## config.mk

```make
export PLATFORM = sky130hd
export DESIGN_NAME = gcs_seq
export DESIGN_NICKNAME = d
export VERILOG_FILES = /design/src/logic/gcs_pkg.sv /design/src/logic/gcs_seq.sv /design/src/logic/gcs_mod_timer.sv
export SDC_FILE = /design/constraint.sdc
export NUM_CORES = 1
export LEC_CHECK = 0
export BUFFER_PORTS_ARGS = -buffer_cell sky130_fd_sc_hd__buf_2
export CAP_MARGIN = 10
export CORE_MARGIN = 2
export CORE_UTILIZATION = 30
export DETAILED_ROUTE_END_ITERATION = 6
export MAX_ROUTING_LAYER = met4
export PLACE_DENSITY = 0.48
export SLEW_MARGIN = 20
export SYNTH_ARGS = -nofsm -noshare
export SYNTH_HDL_FRONTEND = slang
export SYNTH_HIERARCHICAL = 1
export SYNTH_SLANG_ARGS = --single-unit
```

## constraint.sdc

```tcl
create_clock -name I_CLK_SYS -period 3.7 [get_ports I_CLK_SYS]
set_input_delay 0.74 -clock I_CLK_SYS [delete_from_list [all_inputs] [get_ports I_CLK_SYS]]
set_output_delay 0.74 -clock I_CLK_SYS [all_outputs]
set_load 0.02 [all_outputs]
```

## src/logic/gcs_pkg.sv

```systemverilog
// Constants, types and register map of the chopped-conversion sequencer.
// Assumes one 10 MHz system clock that also serves as the converter clock.
package gcs_pkg;

  typedef logic [7:0]  gcs_addr_t;
  typedef logic [31:0] gcs_word_t;
  typedef logic [15:0] gcs_samp_t;
  typedef logic [19:0] gcs_per_t;
  typedef logic [3:0]  gcs_rate_t;

  //////////////////////////////////////////////////////////////////////////
  // Register byte addresses
  localparam gcs_addr_t ADDR_CTRL = 8'h00;
  localparam gcs_addr_t ADDR_RATE = 8'h04;
  localparam gcs_addr_t ADDR_CMD  = 8'h08;
  localparam gcs_addr_t ADDR_STAT = 8'h0C;
  localparam gcs_addr_t ADDR_RES  = 8'h10;

  // Field positions
  localparam int CTRL_CONT_BIT  = 0;
  localparam int CTRL_DLY_LSB   = 1;
  localparam int RATE_FILT_BIT  = 4;
  localparam int RATE_CHOP_BIT  = 5;
  localparam int CMD_START_BIT  = 0;
  localparam int CMD_STOP_BIT   = 1;
  localparam int STAT_BUSY_BIT  = 0;
  localparam int STAT_SWAP_BIT  = 1;
  localparam int STAT_RDY_BIT   = 2;
  localparam int STAT_CHOP_BIT  = 3;

  // Reset values
  localparam logic [7:0] CTRL_RST = 8'h00;
  localparam logic [7:0] RATE_RST = 8'h1D;

  //////////////////////////////////////////////////////////////////////////
  // Timing: modulator period in system clocks, delay step in periods
  localparam int        MOD_DIV   = 16;
  localparam gcs_per_t  DLY_UNIT  = 20'h0000E;
  localparam gcs_rate_t RATE_LAST = 4'hD;

  // Modulator periods per chopped conversion, slowest rate first
  localparam gcs_per_t LL_PER [14] = '{
    20'h19681, 20'h0CE81, 20'h06A81, 20'h03C41, 20'h03881, 20'h01428,
    20'h010E9, 20'h00A28, 20'h00528, 20'h002A8, 20'h00168, 20'h00128,
    20'h000A8, 20'h00068};
  localparam gcs_per_t SINC_PER [14] = '{
    20'h4B041, 20'h25841, 20'h12C41, 20'h0B441, 20'h09641, 20'h03C41,
    20'h03239, 20'h01E41, 20'h00F41, 20'h007C1, 20'h00401, 20'h00328,
    20'h001A8, 20'h000E8};

  // Sequencer states
  typedef enum logic [2:0] {
    ST_IDLE = 3'b001,
    ST_DLY  = 3'b010,
    ST_CONV = 3'b100
  } gcs_state_e;

endpackage : gcs_pkg

```

## src/logic/gcs_seq.sv

```systemverilog
// Chopped-conversion sequencer with APB register access.
// Assumes APB inputs and the start pin are synchronous to I_CLK_SYS and
// that the filter word is valid when a conversion period ends.
//
// The APB slave port was chosen for this implementation.
`timescale 1ns/100ps

// Contract
// - chop enabled means two internal conversions per output result.
// - first conversion of a pair uses normal input polarity.
// - second conversion of a pair uses swapped input polarity.
// - result is the mean of normal and reversed conversion values.
// - one enable bit in the rate register switches chop mode.
// - no chopped result before two settled conversions are complete.
// - low-latency filter gives first chopped result after about two periods.
// - sinc3 filter gives first chopped result after about six periods.
// - continuous chop results after the first take half the first time.
// - alternate polarities pipelined so each conversion yields a new average.
// - low-latency chop timing follows the tabulated modulator-period counts.
// - each chopped output averages the two latest opposite conversions.
// - settling delay applies to both conversions, 14 periods by default.
// - a sequence starts on start pin rise or a start command.
module gcs_seq #(
  parameter int P_MOD_DIV = gcs_pkg::MOD_DIV
) (
  input  wire logic               I_CLK_SYS,
  input  wire logic               I_RST_B,
  input  wire logic               I_PSEL,
  input  wire logic               I_PENABLE,
  input  wire logic               I_PWRITE,
  input  wire gcs_pkg::gcs_addr_t I_PADDR,
  input  wire gcs_pkg::gcs_word_t I_PWDATA,
  output gcs_pkg::gcs_word_t      O_PRDATA,
  output logic                    O_PREADY,
  output logic                    O_PSLVERR,
  input  wire logic               I_START_PIN,
  input  wire gcs_pkg::gcs_samp_t I_FILT_DATA,
  output logic                    O_SWAP,
  output logic                    O_MOD_RUN,
  output logic                    O_DATA_RDY,
  output gcs_pkg::gcs_samp_t      O_RESULT
);
  import gcs_pkg::*;

  //////////////////////////////////////////////////////////////////////////
  // Declarations
  gcs_state_e state_ff, nxt_state;
  logic [7:0] ctrl_ff, rate_ff;
  logic       pready_ff, pslverr_ff, pin_q_ff;
  gcs_word_t  prdata_ff, rd_mux;
  logic       chop_ff, cont_ff, filt_ff, swap_ff, have_prev_ff;
  logic       rdy_ff, rdy_flag_ff, run_ff;
  gcs_rate_t  idx_ff;
  gcs_per_t   dly_per_ff;
  logic [16:0] prev_ff;
  gcs_samp_t  result_ff;

  //////////////////////////////////////////////////////////////////////////
  // APB decode; zero-wait answer registered from the setup cycle
  wire setup    = I_PSEL & ~I_PENABLE;
  wire acc      = I_PSEL & I_PENABLE & pready_ff;
  wire wr       = acc & I_PWRITE;
  wire rd       = acc & ~I_PWRITE;
  wire sel_ctrl = (I_PADDR == ADDR_CTRL);
  wire sel_rate = (I_PADDR == ADDR_RATE);
  wire sel_cmd  = (I_PADDR == ADDR_CMD);
  wire sel_stat = (I_PADDR == ADDR_STAT);
  wire sel_res  = (I_PADDR == ADDR_RES);
  wire mapped   = sel_ctrl | sel_rate | sel_cmd | sel_stat | sel_res;
  wire st_idle  = (state_ff == ST_IDLE);
  wire st_dly   = (state_ff == ST_DLY);
  wire st_conv  = (state_ff == ST_CONV);

  // Status word shows live sequencer state
  wire [7:0] stat_w = {4'h0, chop_ff & ~st_idle, rdy_flag_ff, swap_ff,
                       ~st_idle};

  // Read mux; command register reads as zero
  always_comb begin
    rd_mux = 32'h00000000;
    if (sel_ctrl) rd_mux = {24'h000000, ctrl_ff};
    if (sel_rate) rd_mux = {24'h000000, rate_ff};
    if (sel_stat) rd_mux = {24'h000000, stat_w};
    if (sel_res)  rd_mux = {16'h0000, result_ff};
  end

  // Answer flops: ready in the first access cycle, error if unmapped
  always_ff @(posedge I_CLK_SYS or negedge I_RST_B) begin
    if (!I_RST_B) begin
      pready_ff  <= 1'b0;
      pslverr_ff <= 1'b0;
      prdata_ff  <= 32'h00000000;
    end else begin
      pready_ff  <= setup;
      pslverr_ff <= setup & ~mapped;
      prdata_ff  <= (setup & ~I_PWRITE) ? rd_mux : 32'h00000000;
    end
  end

  // Software-written configuration
  always_ff @(posedge I_CLK_SYS or negedge I_RST_B) begin
    if (!I_RST_B) begin
      ctrl_ff <= CTRL_RST;
      rate_ff <= RATE_RST;
    end else begin
      if (wr & sel_ctrl) ctrl_ff <= I_PWDATA[7:0];
      if (wr & sel_rate) rate_ff <= I_PWDATA[7:0];
    end
  end

  //////////////////////////////////////////////////////////////////////////
  // Start and stop events; the pin is already synchronous
  wire cmd_start = wr & sel_cmd & I_PWDATA[CMD_START_BIT];
  wire stop      = wr & sel_cmd & I_PWDATA[CMD_STOP_BIT];
  wire pin_rise  = I_START_PIN & ~pin_q_ff;
  wire start_ev  = st_idle & (cmd_start | pin_rise) & ~stop;

  always_ff @(posedge I_CLK_SYS or negedge I_RST_B) begin
    if (!I_RST_B) pin_q_ff <= 1'b0;
    else          pin_q_ff <= I_START_PIN;
  end

  // Period lookup from the settings latched at start
  wire gcs_rate_t idx_w = (rate_ff[3:0] > RATE_LAST) ? RATE_LAST
                                                     : rate_ff[3:0];
  wire gcs_per_t conv_per = filt_ff ? LL_PER[idx_ff]
                                    : SINC_PER[idx_ff];
  wire [2:0] dly_code = ctrl_ff[CTRL_DLY_LSB +: 3];
  wire gcs_per_t dly_w = 20'(DLY_UNIT * ({17'h00000, dly_code} + 20'h1));

  //////////////////////////////////////////////////////////////////////////
  // Sequencer next state
  logic     tmr_done;
  wire      dly_end  = tmr_done & st_dly;
  wire      conv_end = tmr_done & st_conv;
  // Chop: a lone first conversion always needs its partner
  wire      again    = chop_ff ? (cont_ff | ~have_prev_ff) : cont_ff;
  // A stop drops any reload; the timer then runs out unobserved
  wire      tmr_load = start_ev | (dly_end & ~stop)
                     | (conv_end & ~stop & again);
  // Later chop delays reuse the setting latched at start
  wire gcs_per_t tmr_val = (nxt_state != ST_DLY) ? conv_per
                         : st_idle ? dly_w : dly_per_ff;

  always_comb begin
    nxt_state = state_ff;
    case (state_ff)
      ST_IDLE: begin
        if (start_ev) nxt_state = ST_DLY;
      end
      ST_DLY: begin
        if (stop)         nxt_state = ST_IDLE;
        else if (dly_end) nxt_state = ST_CONV;
      end
      ST_CONV: begin
        // Chop re-settles after every swap, so the delay repeats
        if (stop)          nxt_state = ST_IDLE;
        else if (conv_end) nxt_state = !again ? ST_IDLE
                                     : chop_ff ? ST_DLY : ST_CONV;
      end
      default: nxt_state = ST_IDLE;
    endcase
  end

  always_ff @(posedge I_CLK_SYS or negedge I_RST_B) begin
    if (!I_RST_B) state_ff <= ST_IDLE;
    else          state_ff <= nxt_state;
  end

  // One shared timer for delay and conversion; ends are gated by state
  gcs_mod_timer #(
    .P_DIV(P_MOD_DIV)
  ) u_timer (
    .i_clk    (I_CLK_SYS),
    .i_rst_b  (I_RST_B),
    .i_load   (tmr_load),
    .i_periods(tmr_val),
    .o_done   (tmr_done),
    .o_busy   ()
  );

  // Settings frozen for the whole sequence
  always_ff @(posedge I_CLK_SYS or negedge I_RST_B) begin
    if (!I_RST_B) begin
      chop_ff    <= 1'b0;
      cont_ff    <= 1'b0;
      filt_ff    <= 1'b0;
      idx_ff     <= 4'h0;
      dly_per_ff <= 20'h00000;
    end else if (start_ev) begin
      chop_ff    <= rate_ff[RATE_CHOP_BIT];
      cont_ff    <= ctrl_ff[CTRL_CONT_BIT];
      filt_ff    <= rate_ff[RATE_FILT_BIT];
      idx_ff     <= idx_w;
      dly_per_ff <= dly_w;
    end
  end

  //////////////////////////////////////////////////////////////////////////
  // Data path: reversed samples are negated so the mean cancels offset
  wire [16:0] samp_s  = swap_ff ? -{I_FILT_DATA[15], I_FILT_DATA}
                                :  {I_FILT_DATA[15], I_FILT_DATA};
  // prev_ff holds the sign-corrected word of either polarity
  wire [17:0] sum_w   = {prev_ff[16], prev_ff} + {samp_s[16], samp_s};
  // Only +32768 can overflow; clip it rather than wrap
  wire        ovf_w   = ~sum_w[17] & sum_w[16];
  wire gcs_samp_t avg_w = ovf_w ? 16'h7FFF : sum_w[16:1];

  always_ff @(posedge I_CLK_SYS or negedge I_RST_B) begin
    if (!I_RST_B) begin
      swap_ff      <= 1'b0;
      have_prev_ff <= 1'b0;
      prev_ff      <= 17'h00000;
      result_ff    <= 16'h0000;
      rdy_ff       <= 1'b0;
    end else begin
      rdy_ff <= 1'b0;
      if (start_ev | stop) begin
        swap_ff      <= 1'b0;
        have_prev_ff <= 1'b0;
      end else if (conv_end) begin
        prev_ff      <= samp_s;
        have_prev_ff <= 1'b1;
        swap_ff      <= chop_ff & ~swap_ff;
        result_ff    <= chop_ff ? avg_w : I_FILT_DATA;
        rdy_ff       <= ~chop_ff | have_prev_ff;
      end
    end
  end

  // Sticky ready flag: a new result wins over a result read
  always_ff @(posedge I_CLK_SYS or negedge I_RST_B) begin
    if (!I_RST_B) begin
      rdy_flag_ff <= 1'b0;
      run_ff      <= 1'b0;
    end else begin
      rdy_flag_ff <= rdy_ff | (rdy_flag_ff & ~(rd & sel_res));
      run_ff      <= (nxt_state == ST_CONV);
    end
  end

  assign O_PRDATA   = prdata_ff;
  assign O_PREADY   = pready_ff;
  assign O_PSLVERR  = pslverr_ff;
  assign O_SWAP     = swap_ff;
  assign O_MOD_RUN  = run_ff;
  assign O_DATA_RDY = rdy_ff;
  assign O_RESULT   = result_ff;

  //////////////////////////////////////////////////////////////////////////
  // Checking helpers: cycle counts since start and since last result
  // They feed assertions and covers only and drive no output
  logic [31:0] cyc_ff, since_ff;
  logic        first_pend_ff, conv_two_ff, had_ff;
  wire [31:0]  per_sum  = {12'h000, dly_per_ff} + {12'h000, conv_per};
  wire [31:0]  exp_next = 32'(per_sum * 32'(P_MOD_DIV));
  wire [31:0]  exp_first = 32'(2 * exp_next);

  always_ff @(posedge I_CLK_SYS or negedge I_RST_B) begin
    if (!I_RST_B) begin
      cyc_ff        <= 32'h00000000;
      since_ff      <= 32'h00000000;
      first_pend_ff <= 1'b0;
      conv_two_ff   <= 1'b0;
      had_ff        <= 1'b0;
    end else begin
      cyc_ff   <= start_ev ? 32'h00000000 : cyc_ff + 32'h00000001;
      since_ff <= rdy_ff ? 32'h00000001 : since_ff + 32'h00000001;
      if (start_ev) begin
        first_pend_ff <= 1'b1;
        conv_two_ff   <= 1'b0;
        had_ff        <= 1'b0;
      end else begin
        if (rdy_ff) first_pend_ff <= 1'b0;
        if (rdy_ff) had_ff <= 1'b1;
        if (conv_end & have_prev_ff) conv_two_ff <= 1'b1;
      end
    end
  end
endmodule : gcs_seq

```

## src/logic/gcs_mod_timer.sv

```systemverilog
// Modulator-period timer: divides the system clock to modulator periods
// and counts a loaded number of them. Assumes i_periods is held while busy.
`timescale 1ns/100ps
module gcs_mod_timer #(
  parameter int P_DIV = 16
) (
  input  wire logic             i_clk,
  input  wire logic             i_rst_b,
  input  wire logic             i_load,
  input  wire gcs_pkg::gcs_per_t i_periods,
  output logic                  o_done,
  output logic                  o_busy
);
  import gcs_pkg::*;

  logic [7:0] div_ff;
  gcs_per_t   cnt_ff;
  logic       busy_ff;
  logic       tick;

  // One tick per modulator period; done is the last tick itself
  assign tick   = busy_ff & (div_ff == 8'(P_DIV - 1));
  assign o_done = tick & (cnt_ff <= 20'h00001);
  assign o_busy = busy_ff;

  // Load restarts the period count, even while busy
  always_ff @(posedge i_clk or negedge i_rst_b) begin
    if (!i_rst_b) begin
      div_ff  <= 8'h00;
      cnt_ff  <= 20'h00000;
      busy_ff <= 1'b0;
    end else if (i_load) begin
      div_ff  <= 8'h00;
      cnt_ff  <= i_periods;
      busy_ff <= 1'b1;
    end else if (tick) begin
      div_ff  <= 8'h00;
      cnt_ff  <= cnt_ff - 20'h00001;
      busy_ff <= ~o_done;
    end else if (busy_ff) begin
      div_ff  <= div_ff + 8'h01;
    end
  end
endmodule : gcs_mod_timer

```

After elaboration in Yosys (flattened, before gate mapping):

Memory sizes are Yosys's and may differ from the RTL's.
Cells that the tools add are included.

* register bits after elaboration: 147
* bits in read-only memories: 640
* output and inout bits: 53
* memories: 2

* add/sub/neg operators: 5
* reductions and logical operators: 5
* multiplexer cells: 38
* bitwise operators: 52
* equality and inequality tests: 10
* multipliers: 1
* order comparisons: 3

Memory list
* (name not given): depth 16, width 20, rd ports 1, clocked after memory_dff 0, wr ports 0, line gcs_seq.sv:127 `: SINC_PER[idx_ff];`
* (name not given): depth 16, width 20, rd ports 1, clocked after memory_dff 0, wr ports 0, line gcs_seq.sv:126 `wire gcs_per_t conv_per = filt_ff ? LL_PER[idx_ff]`

Operator list (count)
* $mux 20: 9
* $mux 16: 3
* $mux 8: 6
* $mux 32: 1
* $and 1x1->1: 27
* $eq 8x4->1 const B: 3
* $mux 3: 7
* $le 20x1->1 const B: 1
* $sub 20x1->20 const B: 1
* $add 17x17->18: 1
* $mux 17: 1
* $neg 17->17: 1
* $not 1->1: 13
* $or 1x1->1: 11
* $mux 1: 9
* $pmux 3 s3: 1
* $add 8x1->8 const B: 1
* $eq 8x3->1 const B: 1
* $eq 8x5->1 const B: 1
* $logic_not 8->1: 1
* $mul 3x4->7 const A: 1
* $eq 3x3->1 const B: 2
* $ge 5x5->1 const B: 1
* $not 4->5: 1
* other kinds (9): 10

Longest topological paths before layout:

* depth after elaboration: 13
* gate-level depth with buffers: 16
* gate-level depth less buffers: 15

Cells and area by module:

Netlist, hierarchy kept.

Modules (own cells, without submodules)
* gcs_seq: area each 6004.5 um2, cells each 685, instances 1
* gcs_mod_timer: area each 1654.1 um2, cells each 184, instances 1

Worst setup path after synthesis:

Ideal clock, no wire load.

* path kind: input -> register
* from: input I_FILT_DATA[6]
* to: register result_ff[2] (netlist: O_RESULT[2])
* data required time: 3.613 ns
* stages on the path: 15
* path buffers: 2
* slack: 0.019 ns
* setup time: 0.087 ns
* data arrival time: 3.594 ns
* cell sequence: or4_1 -> nor2_1 -> nand3_1 -> o31ai_1 -> xnor2_1 -> ha_1 -> clkbuf_1 -> o211ai_1 -> a21oi_1 -> a211oi_1 -> a41o_1 -> o311a_1 -> nor2_2 -> buf_6 -> a211oi_2

* longest elaborated chain between the ends: 7

RTL lines
* start, declared: line gcs_seq.sv:37 `input wire gcs_pkg::gcs_samp_t I_FILT_DATA,`
* $neg 17->17 *: line gcs_seq.sv:201 `wire [16:0] samp_s = swap_ff ? -{I_FILT_DATA[15], I_FILT_DATA}`
* $mux 17 *: line gcs_seq.sv:201
* named net samp_s[13]: line gcs_seq.sv:201
* $add 17x17->18 *: line gcs_seq.sv:204 `wire [17:0] sum_w = {prev_ff[16], prev_ff} + {samp_s[16], samp_s};`
* $not 1->1: line gcs_seq.sv:206 `wire ovf_w = ~sum_w[17] & sum_w[16];`
* $and 1x1->1 *: line gcs_seq.sv:206
* $mux 16 *: line gcs_seq.sv:207 `wire gcs_samp_t avg_w = ovf_w ? 16'h7FFF : sum_w[16:1];`
* $mux 16 *: line gcs_seq.sv:225 `result_ff <= chop_ff ? avg_w : I_FILT_DATA;`
* end signal, assigned: line gcs_seq.sv:225
* end, declared: line gcs_seq.sv:56 `gcs_samp_t result_ff;`

Mark *: on every way through the listed nets, which the timed path passes. The rest lies on a longest branch.
A chain may end at the register's enable or synchronous reset.

Worst setup path in the final report:

* from: input I_FILT_DATA[6]
* to: register result_ff[1] (netlist: O_RESULT[1])

Same word-level chain as after synthesis.

==> results by stage <==
Run status:
- The flow ran to the end, and the final reports show no timing, DRC or antenna violations.

Setup path:
- The startpoint of the lowest-slack register-to-register path is u_timer/cnt_ff[14].
- STA classifies the critical path endpoint as a flip-flop.
- The critical path class is input port to flip-flop.
- Setup slack on the worst reg-to-reg path comes out at 400 ps.
- The worst setup path is launched from an input port.
- In this run the worst path has a maximum fanout of 6.
- The worst path arrival time is 3900 ps.
- The worst register-to-register path has a depth of 9.
- The capture instance of the worst register-to-register path is O_RESULT[14].
- The required time of the critical path is 4040 ps.

Detailed routing:
- The via-per-instance ratio is 4.93.
- The remaining antenna violation count is 0.
- In this run, the number of DRC markers left after iteration 0 of detailed routing was 443.
- The routed wire length is 20800 microns.
- Dividing the detail-routed wire length by the instance count gives 15.4 microns.
- For this run, the detailed router's first-pass iteration total came to 4.
- The total number of vias is 6680.
- After detailed routing, the number of remaining DRC violations is 0.

Synthesis:
- The post-synthesis sequential element count is 119.
- The share of flip-flops with an asynchronous set or reset after synthesis is 1.00.
- After technology mapping, the gate count stands at 869.
- Dividing the synthesized area by the synthesized cell count gives 8.81 sq um.
- The mapped netlist covers 7660 sq um.
- The sequential area share after synthesis is 0.390.
- The synthesized design contains 0 enable-type register cells.
- The adder-cell area share of the yosys netlist is 0.0627.
- The XOR/XNOR share of the synthesized area is 0.0480.
- The share of the synthesized area in compound gates (AO/OA/AOI/OAI) is 0.185.
- During synthesis, Yosys emitted a total of 6 warnings.
- The count of cell types in the netlist is 76.
- Of the post-synthesis cell area, the part taken by muxes is 0.0315.
- Of the total synthesized cell area, the portion taken by AND, OR, NAND and NOR gates is 0.227.
- After synthesis, the largest family of logic cells by area is simple AND/OR/NAND/NOR gates.
- The most common flop cell mapped by yosys is sky130_fd_sc_hd__dfrtp_1.

Floorplan:
- The area enclosed by the die boundary is 26800 sq um.
- The number of top-level pins is 115.
- The area inside the core boundary is 25100 sq um.
- The die width is 164 microns.
- The row count is 58.
- In this run the vertical extent of the chip is 164 microns.
- The initial utilization of the core area, before any placement, comes to 0.305.

Timing:
- In the finished design, the share of the clock period the worst path needs comes to 0.962.
- The fmax is 0.281 GHz.
- The final max-slew violation count is 0.
- The slew at the pin with the worst max-slew slack is 750 ps.
- The worst path needs 3560 ps of the cycle, external delays included.
- The worst pin sits at a relative slew slack of 0.498.
- Clock skew on the completed layout was measured at 13.5 ps.
- In the post-route analysis, the smallest setup slack over all paths is 139 ps.
- Setup violations remaining at the end of the flow were counted as 0.
- The final-report hold violation count is 0.
- The aggregate negative setup slack is 0 ps.

Final layout:
- The repair_antennas step left the layout with diodes totalling 0.
- From synthesis to final layout, the design area changed by 25.4%.
- Summing all non-filler instances in the final layout gives an area of 9600 sq um.
- The end-of-flow core utilization is 0.382.
- At the end of the flow, the number of nets in the layout was 1109.
- For this run, the number of standard cells in the final layout without fillers is 1354.
- Of the cells placed in the final design, the portion with a size suffix greater than 1 is 0.261.

CTS:
- The TritonCTS clock tree is built.
- In this run, CTS created clock tree buffers numbering 17.
- The number of levels the H-tree was split into is 4.
- The post-CTS setup-driven buffer insertion count is 0.
- The clock insertion delay at the later pin of the skew report is 420 ps.
- Counting every sink on the clock net gives 119.
- The clock-pin slew of the registers on the worst-case setup and hold paths is 70 ps.
- The tree is rooted in a sky130_fd_sc_hd__clkbuf_16.
- The largest buffer count on any clock path is 2.

Power and ir drop:
- Dividing total power by cell area gives a power density of 446 nW/um^2.
- The worst voltage drop across the vdd grid is 0.000297 V.
- Summed over all cells, the static leakage comes to 0.00434 uW.

GRT:
- The number of antenna violations at the first check in global routing came to 0.
- The pin count of the biggest net entering global routing is 63.
- In the global route stage, overall resource usage came out at 0.169.
- The via count of the first global-routing pass is 6671.
- The total grt overflow is 0.
- The first global-routing pass estimated 34900 microns of wire.

Placed design:
- The count of placed standard cells including taps is 1322.
- At the end of routability-driven placement, the weighted congestion stood at 0.806.
- The placed instances occupy a cell area of 8880 sq um.
- The placed wire-length estimate after detailed placement is 15300 microns.
- The count of port buffers added during placement is 74.
- Timing analysis after detailed placement gives a worst setup slack of -406 ps.

Min path:
- The classification of the worst-slack hold path is input port to async pin.

Job:
- Max-cap violations in this run came to 0.
==> cell families after synthesis <==
family | count (synthesis)
muxes | 22
AOI/OAI and AO/OA | 211
adders and majority gates | 36
DFF | 119
other | 1
and+or+nand+nor | 353
xor gates and xnor gates | 42
buffers and inverters | 85
==> cell usage after synthesis (9+ instances only) <==
library cell / instances / area, sq um
sky130_fd_sc_hd__a211oi_1: 10 / 75.1
sky130_fd_sc_hd__a21oi_1: 46 / 230
sky130_fd_sc_hd__ha_1: 32 / 400
sky130_fd_sc_hd__clkbuf_1: 29 / 109
sky130_fd_sc_hd__nand4_1: 14 / 87.6
sky130_fd_sc_hd__nor2_1: 83 / 312
sky130_fd_sc_hd__nor3_1: 25 / 125
sky130_fd_sc_hd__a31oi_1: 17 / 106
sky130_fd_sc_hd__nand2b_1: 13 / 81.3
sky130_fd_sc_hd__nand2_1: 127 / 477
sky130_fd_sc_hd__xnor2_1: 24 / 210
sky130_fd_sc_hd__dfrtp_1: 114 / 2850
sky130_fd_sc_hd__xor2_1: 18 / 158
sky130_fd_sc_hd__o21ai_0: 55 / 275
sky130_fd_sc_hd__a21o_1: 9 / 67.6
sky130_fd_sc_hd__buf_2: 9 / 45.0
sky130_fd_sc_hd__o31ai_1: 9 / 67.6
sky130_fd_sc_hd__a211oi_2: 11 / 138
sky130_fd_sc_hd__nand3_1: 17 / 85.1
sky130_fd_sc_hd__and2_1: 12 / 75.1
sky130_fd_sc_hd__mux2_2: 17 / 191
sky130_fd_sc_hd__buf_4: 19 / 143
sky130_fd_sc_hd__inv_1: 23 / 86.3
==> per-layer routing <==
metal	wire length [microns]	GRT usage	up-vias	share of wire
li1	-	-	3365	-
met1	10200	0.226	3190	0.49
met2	9770	0.263	100	0.47
met3	521	0.0298	25	0.025
met4	367	0.0470	0	0.018
met5	0	-	-	0
==> registers in the layout, summed over array words and instances, names as in the netlist, 3 cells and up <==
| register | count |
|---|---|
| idx_ff | 4 |
| ctrl_ff | 8 |
| u_timer/cnt_ff | 20 |
| prev_ff | 17 |
| dly_per_ff | 7 |
| u_timer/div_ff | 8 |
| O_PRDATA | 16 |
| O_RESULT | 16 |
| rate_ff | 8 |
| state_ff | 3 |
==> layout by cell type, fill, tap and decap left out, types with 14 or more instances in the layout <==
cell	count
sky130_fd_sc_hd__mux2_2	17
sky130_fd_sc_hd__xnor2_1	23
sky130_fd_sc_hd__ha_1	32
sky130_fd_sc_hd__conb_1	17
sky130_fd_sc_hd__a21oi_1	45
sky130_fd_sc_hd__nor2_1	82
sky130_fd_sc_hd__o21ai_0	54
sky130_fd_sc_hd__inv_1	23
sky130_fd_sc_hd__buf_2	73
sky130_fd_sc_hd__nand2_1	127
sky130_fd_sc_hd__nand4_1	14
sky130_fd_sc_hd__xor2_1	18
sky130_fd_sc_hd__nor3_1	25
sky130_fd_sc_hd__dfrtp_1	114
sky130_fd_sc_hd__clkbuf_16	17
sky130_fd_sc_hd__buf_4	94
sky130_fd_sc_hd__a31oi_1	17
sky130_fd_sc_hd__nand3_1	15
==> where the power goes <==
group	total (uW)	leakage, uW	internal, uW	switching (uW)
registers	1590	0.00149	1440	158
clock network	1760	0.000307	1050	713
logic	927	0.00254	419	508
==> through the flow <==
| step | hold slack, ps | total power [uW] |
|---|---|---|
| 2_1_floorplan | 444 | 2220 |
| 3_3_place_gp | 461 | 2530 |
| 3_5_place_dp | 466 | 2540 |
| 4_1_cts | 281 | 4320 |
| 5_1_grt | 292 | 4540 |
| 6_report | 267 | 4280 |
==> worst max-delay path, cell delays in order <==
cell and delay [ps]:
sky130_fd_sc_hd__buf_2 100, sky130_fd_sc_hd__or4_1 600, sky130_fd_sc_hd__nor2_4 180, sky130_fd_sc_hd__nand3_4 120, sky130_fd_sc_hd__o41ai_4 410, sky130_fd_sc_hd__xnor2_2 120, sky130_fd_sc_hd__ha_1 210, sky130_fd_sc_hd__a211o_1 290
sky130_fd_sc_hd__a31oi_1 160, sky130_fd_sc_hd__a41o_2 290, sky130_fd_sc_hd__o311a_4 250, sky130_fd_sc_hd__nor2_2 50, sky130_fd_sc_hd__buf_4 180, sky130_fd_sc_hd__a211oi_2 180
==> layout make-up <==
type / instances / area [sq um]
Fill cell: 2647 / 15500
Multi-Input combinational cell: 681 / 4410
Sequential cell: 119 / 2980
Timing Repair Buffer: 168 / 1090
Clock buffer: 18 / 439
Tap cell: 330 / 413
Clock inverter: 14 / 178
Inverter: 24 / 90.1
==> what timing repair did <==
item,CTS,global route
hold buffers,0,0
hold endpoints to repair,0,0
resized for setup,0,17
endpoints found under the setup margin,0,16
==> how the worst max path moves through the flow <==
| stage | start | endpoint | slack, ps | cells after the start |
|---|---|---|---|---|
| 3_5_place_dp | I_FILT_DATA[6] | O_RESULT[1] | -410 | 15 |
| 2_1_floorplan | I_FILT_DATA[6] | O_RESULT[2] | 20 | 15 |
| 3_3_place_gp | I_FILT_DATA[6] | O_RESULT[1] | -330 | 15 |
| 6_report | I_FILT_DATA[6] | O_RESULT[1] | 140 | 14 |
| 4_1_cts | I_FILT_DATA[6] | O_RESULT[1] | 20 | 15 |
| 5_1_grt | I_FILT_DATA[6] | O_RESULT[9] | -1 | 14 |
Note: power is estimated with default switching activity, not from simulation.
